File: config.mk
export PLATFORM = sky130hd
export DESIGN_NAME = smi_top
export DESIGN_NICKNAME = d
export VERILOG_FILES = /design/src/smi_pkg.sv /design/src/smi_top.sv
export SDC_FILE = /design/constraint.sdc
export NUM_CORES = 1
export LEC_CHECK = 0
export BUFFER_PORTS_ARGS = -buffer_cell sky130_fd_sc_hd__buf_2
export CAP_MARGIN = 20
export CORE_MARGIN = 2
export CORE_UTILIZATION = 54
export CTS_BUF_LIST = sky130_fd_sc_hd__clkbuf_16
export DETAILED_ROUTE_END_ITERATION = 10
export PLACE_DENSITY = 0.86
export SLEW_MARGIN = 10
export SYNTH_ARGS = -nofsm -noshare
export SYNTH_HDL_FRONTEND = slang
export SYNTH_SLANG_ARGS = --single-unit
File: constraint.sdc
create_clock -name ref_clk_i -period 2.2 [get_ports ref_clk_i]
set_input_delay 0.33 -clock ref_clk_i [delete_from_list [all_inputs] [get_ports ref_clk_i]]
set_output_delay 0.33 -clock ref_clk_i [all_outputs]
set_load 0.02 [all_outputs]
File: src/smi_pkg.sv
// Package for the supply monitor interrupt block
package smi_pkg;
	// ----------------------------------------
	// Register map
	// ----------------------------------------
	localparam logic [7:0] SMI_CTRL_ADDR = 8'hDF;
	localparam logic [7:0] SMI_CTRL_RESET = 8'hDE;
	localparam int SMI_BIT_DOK = 7;
	localparam int SMI_BIT_AOK = 6;
	localparam int SMI_BIT_FLAG = 5;
	localparam int SMI_DSEL_HI = 4;
	localparam int SMI_DSEL_LO = 3;
	localparam int SMI_ASEL_HI = 2;
	localparam int SMI_ASEL_LO = 1;
	localparam int SMI_BIT_ON = 0;
	// ----------------------------------------
	// Timing
	// ----------------------------------------
	localparam longint SMI_CLK_HZ = 25000000;
	localparam longint SMI_RECOVER_MS = 250;
	localparam longint SMI_RECOVER_CYC = SMI_CLK_HZ * SMI_RECOVER_MS / 1000;
	localparam int SMI_CNT_W = 24;
	localparam int SMI_GLITCH_CYC = 4;
	localparam int SMI_GF_W = 3;
	// ----------------------------------------
	// Trip select codes
	// ----------------------------------------
	typedef enum logic [1:0] {
		SMI_TRIP_4V63 = 2'h0,
		SMI_TRIP_3V08 = 2'h1,
		SMI_TRIP_2V93 = 2'h2,
		SMI_TRIP_2V63 = 2'h3
	} smi_trip_t;
	// SFR bus request
	typedef struct packed {
		logic wr;
		logic rd;
		logic [7:0] addr;
		logic [7:0] wdata;
	} smi_sfr_req_t;
	// Comparator pair
	typedef struct packed {
		logic digital_ok;
		logic analog_ok;
	} smi_cmp_t;
endpackage : smi_pkg

File: src/smi_top.sv
// Supply monitor control register, flag and recovery timer
`timescale 1ns/1ps
// Overview of operation
// - Monitor runs only while control bit 0 is set; writing 0 disables it.
// - Bit 7 reads the digital supply comparator, 1 means above trip.
// - Bit 6 reads the analog supply comparator, 1 means above trip.
// - Flag bit 5 is set whenever either comparator is low while the monitor is on.
// - Both comparators high starts 250 ms count; expiry clears the flag.
// - Software may write the flag, but cannot clear it while any is low.
// - Flag raises the core interrupt when its enable bit is set.
// - Bits 4:3 select digital trip point: 4.63, 3.08, 2.93, 2.63 V.
// - Bits 2:1 select analog trip point with the same encoding.
// - Control register at DFH, resets to DEH, not bit-addressable.
// - Short comparator glitches are filtered and do not set the flag.
module smi_top (
	// Clock and reset
	input wire logic ref_clk_i,
	input wire logic rstn_i,
	// SFR access
	input wire smi_pkg::smi_sfr_req_t sfr_req_i,
	output logic [7:0] sfr_rdata_o,
	// Analog comparators
	input wire smi_pkg::smi_cmp_t cmp_i,
	output smi_pkg::smi_trip_t dig_trip_o,
	output smi_pkg::smi_trip_t ana_trip_o,
	output logic monitor_on_o,
	// Core interrupt
	input wire logic irq_enable_i,
	output logic irq_o
);
	import smi_pkg::*;

	// Trip code from a two-bit select field
	function automatic smi_trip_t trip_of(input logic [1:0] field);
		return smi_trip_t'(field);
	endfunction : trip_of

	// ----------------------------------------
	// Comparator synchronisers and filter
	// ----------------------------------------
	smi_cmp_t cmp_meta_reg, cmp_sync_reg;
	smi_cmp_t cmp_filt_reg;
	logic [SMI_GF_W-1:0] gf_cnt_reg;
	logic ctrl_wr;
	logic [7:0] ctrl_reg;
	logic flag_reg;
	logic [SMI_CNT_W-1:0] rec_cnt_reg;
	logic any_low;
	logic rec_done;

	always_ff @(posedge ref_clk_i) begin
		if (!rstn_i) begin
			// Reset to ok so power-up does not fake a low supply
			cmp_meta_reg <= '1;
			cmp_sync_reg <= '1;
		end else begin
			cmp_meta_reg <= cmp_i;
			cmp_sync_reg <= cmp_meta_reg;
		end
	end

	// Change accepted only after a stable run; a pulse shorter is dropped
	always_ff @(posedge ref_clk_i) begin
		if (!rstn_i) begin
			gf_cnt_reg <= '0;
			cmp_filt_reg <= '1;
		end else if (cmp_sync_reg == cmp_filt_reg) begin
			gf_cnt_reg <= '0;
		end else if (gf_cnt_reg == SMI_GF_W'(SMI_GLITCH_CYC - 1)) begin
			gf_cnt_reg <= '0;
			cmp_filt_reg <= cmp_sync_reg;
		end else begin
			gf_cnt_reg <= gf_cnt_reg + 1'b1;
		end
	end

	assign any_low = ctrl_reg[SMI_BIT_ON] &&
		!(cmp_filt_reg.digital_ok && cmp_filt_reg.analog_ok);
	assign ctrl_wr = sfr_req_i.wr && (sfr_req_i.addr == SMI_CTRL_ADDR);

	// ----------------------------------------
	// Control fields
	// ----------------------------------------
	// Whole-byte write only, no bit addressing
	always_ff @(posedge ref_clk_i) begin
		if (!rstn_i) begin
			ctrl_reg <= SMI_CTRL_RESET;
		end else if (ctrl_wr) begin
			ctrl_reg <= sfr_req_i.wdata;
		end
	end

	// ----------------------------------------
	// Recovery counter
	// ----------------------------------------
	// Counts only while a raised flag waits for both supplies
	assign rec_done = rec_cnt_reg == SMI_CNT_W'(SMI_RECOVER_CYC - 1);

	always_ff @(posedge ref_clk_i) begin
		if (!rstn_i || any_low || !flag_reg) begin
			rec_cnt_reg <= '0;
		end else if (!rec_done) begin
			rec_cnt_reg <= rec_cnt_reg + 1'b1;
		end
	end

	// ----------------------------------------
	// Interrupt flag
	// ----------------------------------------
	// Hardware set beats a software clear in the same cycle
	always_ff @(posedge ref_clk_i) begin
		if (!rstn_i) begin
			flag_reg <= 1'b0;
		end else if (any_low) begin
			flag_reg <= 1'b1;
		end else if (ctrl_wr) begin
			flag_reg <= sfr_req_i.wdata[SMI_BIT_FLAG];
		end else if (flag_reg && rec_done) begin
			flag_reg <= 1'b0;
		end
	end

	// ----------------------------------------
	// Outputs
	// ----------------------------------------
	always_ff @(posedge ref_clk_i) begin
		if (!rstn_i) begin
			// Follows the control reset byte, so no step after release
			sfr_rdata_o <= SMI_CTRL_RESET;
			irq_o <= 1'b0;
			dig_trip_o <= trip_of(SMI_CTRL_RESET[SMI_DSEL_HI:SMI_DSEL_LO]);
			ana_trip_o <= trip_of(SMI_CTRL_RESET[SMI_ASEL_HI:SMI_ASEL_LO]);
			monitor_on_o <= SMI_CTRL_RESET[SMI_BIT_ON];
		end else begin
			sfr_rdata_o <= {cmp_filt_reg.digital_ok,
				cmp_filt_reg.analog_ok, flag_reg,
				ctrl_reg[SMI_DSEL_HI:SMI_BIT_ON]};
			irq_o <= flag_reg && irq_enable_i;
			dig_trip_o <= trip_of(ctrl_reg[SMI_DSEL_HI:SMI_DSEL_LO]);
			ana_trip_o <= trip_of(ctrl_reg[SMI_ASEL_HI:SMI_ASEL_LO]);
			monitor_on_o <= ctrl_reg[SMI_BIT_ON];
		end
	end

	// ----------------------------------------
	// Check helpers
	// ----------------------------------------
	logic sync_diff;
	logic [1:0] wr_dsel;
	logic [1:0] wr_asel;
	logic wr_flag;
	logic [SMI_DSEL_HI:SMI_BIT_ON] ctrl_fields;
	assign sync_diff = cmp_sync_reg != cmp_filt_reg;
	assign wr_dsel = sfr_req_i.wdata[SMI_DSEL_HI:SMI_DSEL_LO];
	assign wr_asel = sfr_req_i.wdata[SMI_ASEL_HI:SMI_ASEL_LO];
	assign wr_flag = sfr_req_i.wdata[SMI_BIT_FLAG];
	assign ctrl_fields = ctrl_reg[SMI_DSEL_HI:SMI_BIT_ON];
endmodule : smi_top

==> flow_summary_export.csv <==
group,metric,value,unit
clock_tree,cts_sinks,48,
power_and_ir_drop,intPower,1.43,mW
global_routing,grt_pass1_vias,1508,
worst_setup_path,timing.rr.start,"rec_cnt_reg[0]",
cells_and_area,layout-drive-gt1-share,0.220,
floorplanning,dieArea,0.00430,sq mm
cells_and_area,synthToLayoutAreaGrowth,17.8,%
hold_path,hold_path_class,"input pin to register",
power_and_ir_drop,irDropWorstVdd,369,uV
detailed_routing,via_per_inst,5.45,
cells_and_area,final_common_cell,"dfxtp_1",
logic_synthesis,synth_cells,221,
timing,slew-limit-headroom,0.625,
worst_setup_path,startpoint,"rec_cnt_reg[0]",
placed_design,postPlaceCellArea,0.00224,sq mm
logic_synthesis,yosys_register_bits,48,
worst_setup_path,crit_buf_inv,0,
placed_design,gp_congestion,0.747,
cells_and_area,diodes,0,
detailed_routing,drt_iter0_drc,100,
cells_and_area,nNetsFinal,279,
power_and_ir_drop,pwr-share-seq,0.495,
timing,post-route-period-util,0.947,
global_routing,grt_antenna_before_repair,0,
timing,worst_hold_slack,0.235,ns
clock_tree,h-tree-depth,2,
detailed_routing,vias,1645,
clock_tree,cts_tree,"yes",
worst_setup_path,slowest_stage,"or4_1",
cells_and_area,seq_area,961,sq um
logic_synthesis,syn-num-nets,247,
clock_tree,cts_resized,0,
worst_setup_path,crit_arrival,2.30,ns
timing,rsz0062_at_grt,"false",
floorplanning,core_area,0.00366,sq mm
power_and_ir_drop,powerDensity,733,mW/mm^2
worst_setup_path,slowest_delay,0.56,ns
logic_synthesis,yosys_warnings,0,
timing,clock.fmax,480,MHz
run_status,status,"completed",
power_and_ir_drop,power_frac_clock,0.486,
timing,fin_skew,0.00597,ns
cells_and_area,n_fill_cell,274,
cells_and_area,largest_register_ffs,24,
cells_and_area,design_area,0.00241,sq mm
worst_setup_path,path_cells,"ha_1, nand3_4, or3_1, or4_1, a21oi_1",
global_routing,grt_max_degree,22,
timing,setup_tns,0,ns
floorplanning,ios,37,
clock_tree,clockBufferDepth,2,
timing,tightest_slew,0.560,ns
logic_synthesis,syn_area_per_cell,9.26,sq um
timing,fin_crit,2.08,ns
clock_tree,clock_latency,0.29,ns
logic_synthesis,synth.lib_cells_used.distinct,46,
cells_and_area,multi_input_area,972,sq um
floorplanning,die_y,65.6,um
clock_tree,clkTransAtPathRegs,0.06,ns
floorplanning,die_w,65.6,um
detailed_routing,wl_per_cell,13.2,um
worst_setup_path,crit_required,2.41,ns
placed_design,post-place-ws,0.151,ns
timing,setup_ws,0.117,ns
timing,setup_viol,0,
detailed_routing,routed_wl,3990,um
worst_setup_path,cp_top_family,"simple AND/OR/NAND/NOR gates",
logic_synthesis,synth-seq-area-share,0.469,
clock_tree,post_cts_buffers,0,
worst_setup_path,cp-end-kind,"register",
worst_setup_path,path_max_fanout,10,
power_and_ir_drop,p_comb_frac,0.019,
floorplanning,initial_core_util,0.559,
cells_and_area,final_cell_mix,"dfxtp_1 (48), buf_2 (33), nand2_1 (19)",
worst_setup_path,timing_worst_setup_path_type,"register to register",
logic_synthesis,yosys.area.top_type,"dfxtp_1",
logic_synthesis,netlist_area,0.00205,sq mm
logic_synthesis,synth_top_area_frac,0.469,
placed_design,io_buffers,33,
power_and_ir_drop,p_sw_frac,0.191,
clock_tree,cts-root-buf,"clkbuf_16",
logic_synthesis,synth_area_leaders,"dfxtp_1 (47%), a21oi_1 (4.2%), nand2_1 (3.5%), mux2i_1 (3.4%), nand2b_1 (3.4%)",
power_and_ir_drop,p_leak,0.803,nW
timing,hold_violations,0,
detailed_routing,drc,0,
clock_tree,hold_buffers,0,
timing,maxSlewViolCount,0,
global_routing,track_usage,0.202,
power_and_ir_drop,switchingPower,0.337,mW
detailed_routing,first_pass_iters,4,
global_routing,grt_pass1_wl,6620,um
clock_tree,cts_made_buffers,5,
global_routing,grt_overflow,0,
detailed_routing,ant_nets,0,
floorplanning,rows,22,
placed_design,hpwl,2770,um
run,maxCapViolCount,0,
worst_setup_path,cp-start-kind,"register",
hold_path,hold_path.startpoint,"cmp_i[0]",
final cells by class:
class,instances,share of cell area
multi-input combinational,150,0.403
clock buffer,5,0.0519
inverter,8,0.0124
sequential,48,0.398
clock inverter,3,0.0192
tap,48,0.0249
timing repair buffer,40,0.0902
power groups by stage:
stage | sequential (mW) | clock (mW) | combinational [mW]
2_1_floorplan | 0.895 | 0 | 0.0124
3_3_place_gp | 0.895 | 0 | 0.0313
3_5_place_dp | 0.895 | 0 | 0.0329
4_1_cts | 0.875 | 0.877 | 0.0334
5_1_grt | 0.875 | 0.911 | 0.0359
6_report | 0.875 | 0.860 | 0.0330
path summary, 6_finish.rpt:
| path | cells after the start | endpoint | slack, ns |
|---|---|---|---|
| max | 5 | rec_cnt_reg[20] | 0.12 |
| max reg2reg | 5 | rec_cnt_reg[20] | 0.12 |
| min | 2 | cmp_meta_reg[0] | 0.23 |
| min reg2reg | 1 | cmp_sync_reg[1] | 0.41 |
cells in the mapped netlist, drive strengths merged:
cell type  instances
o311ai             1
or3                6
xor2               2
nand4              5
dfxtp             48
o31ai              7
a21o               1
buf                7
nor4bb             1
nor4               3
or2                2
nand3b             1
mux2i              7
a2111o             1
nand3             10
xnor2              6
a21oi             17
clkbuf             8
inv                8
and2               2
a21boi             3
nor2b              2
and3               1
o21ai              7
nor2              12
o41ai              1
a21bo              1
nand2b            11
nor3b              2
or4                8
nand2             19
and4               2
a211o              2
nor4b              2
ha                 3
nor3               2
metrics by stage:
stage                      util  std cells  total power [mW]
after floorplan               -        221             0.907
after global placement    0.612        294             0.926
after detailed placement  0.612        294             0.928
after CTS                 0.659        302              1.79
after global routing      0.659        302              1.82
final                     0.659        302              1.77
kinds of logic (layout without fill, tap and decap cells):
family                     after synthesis  after routing  synth area share
and+or+nand+nor                         91             91             0.261
DFF                                     48             48             0.469
AOI/OAI and AO/OA                       41             41             0.127
adders and majority gates                3              3            0.0183
xor gates and xnor gates                 8              8            0.0342
muxes                                    7              7            0.0342
buffers and inverters                   23             56            0.0556
layer usage:
layer  GRT usage  part of all wire  vias to the layer above
li1            -                 -                      839
met1       0.233              0.43                      764
met2       0.365              0.51                       35
met3      0.0462             0.037                        7
met4      0.0703             0.017                        0
met5           0                 0                        -
Note: power is estimated with default switching activity, not from simulation.
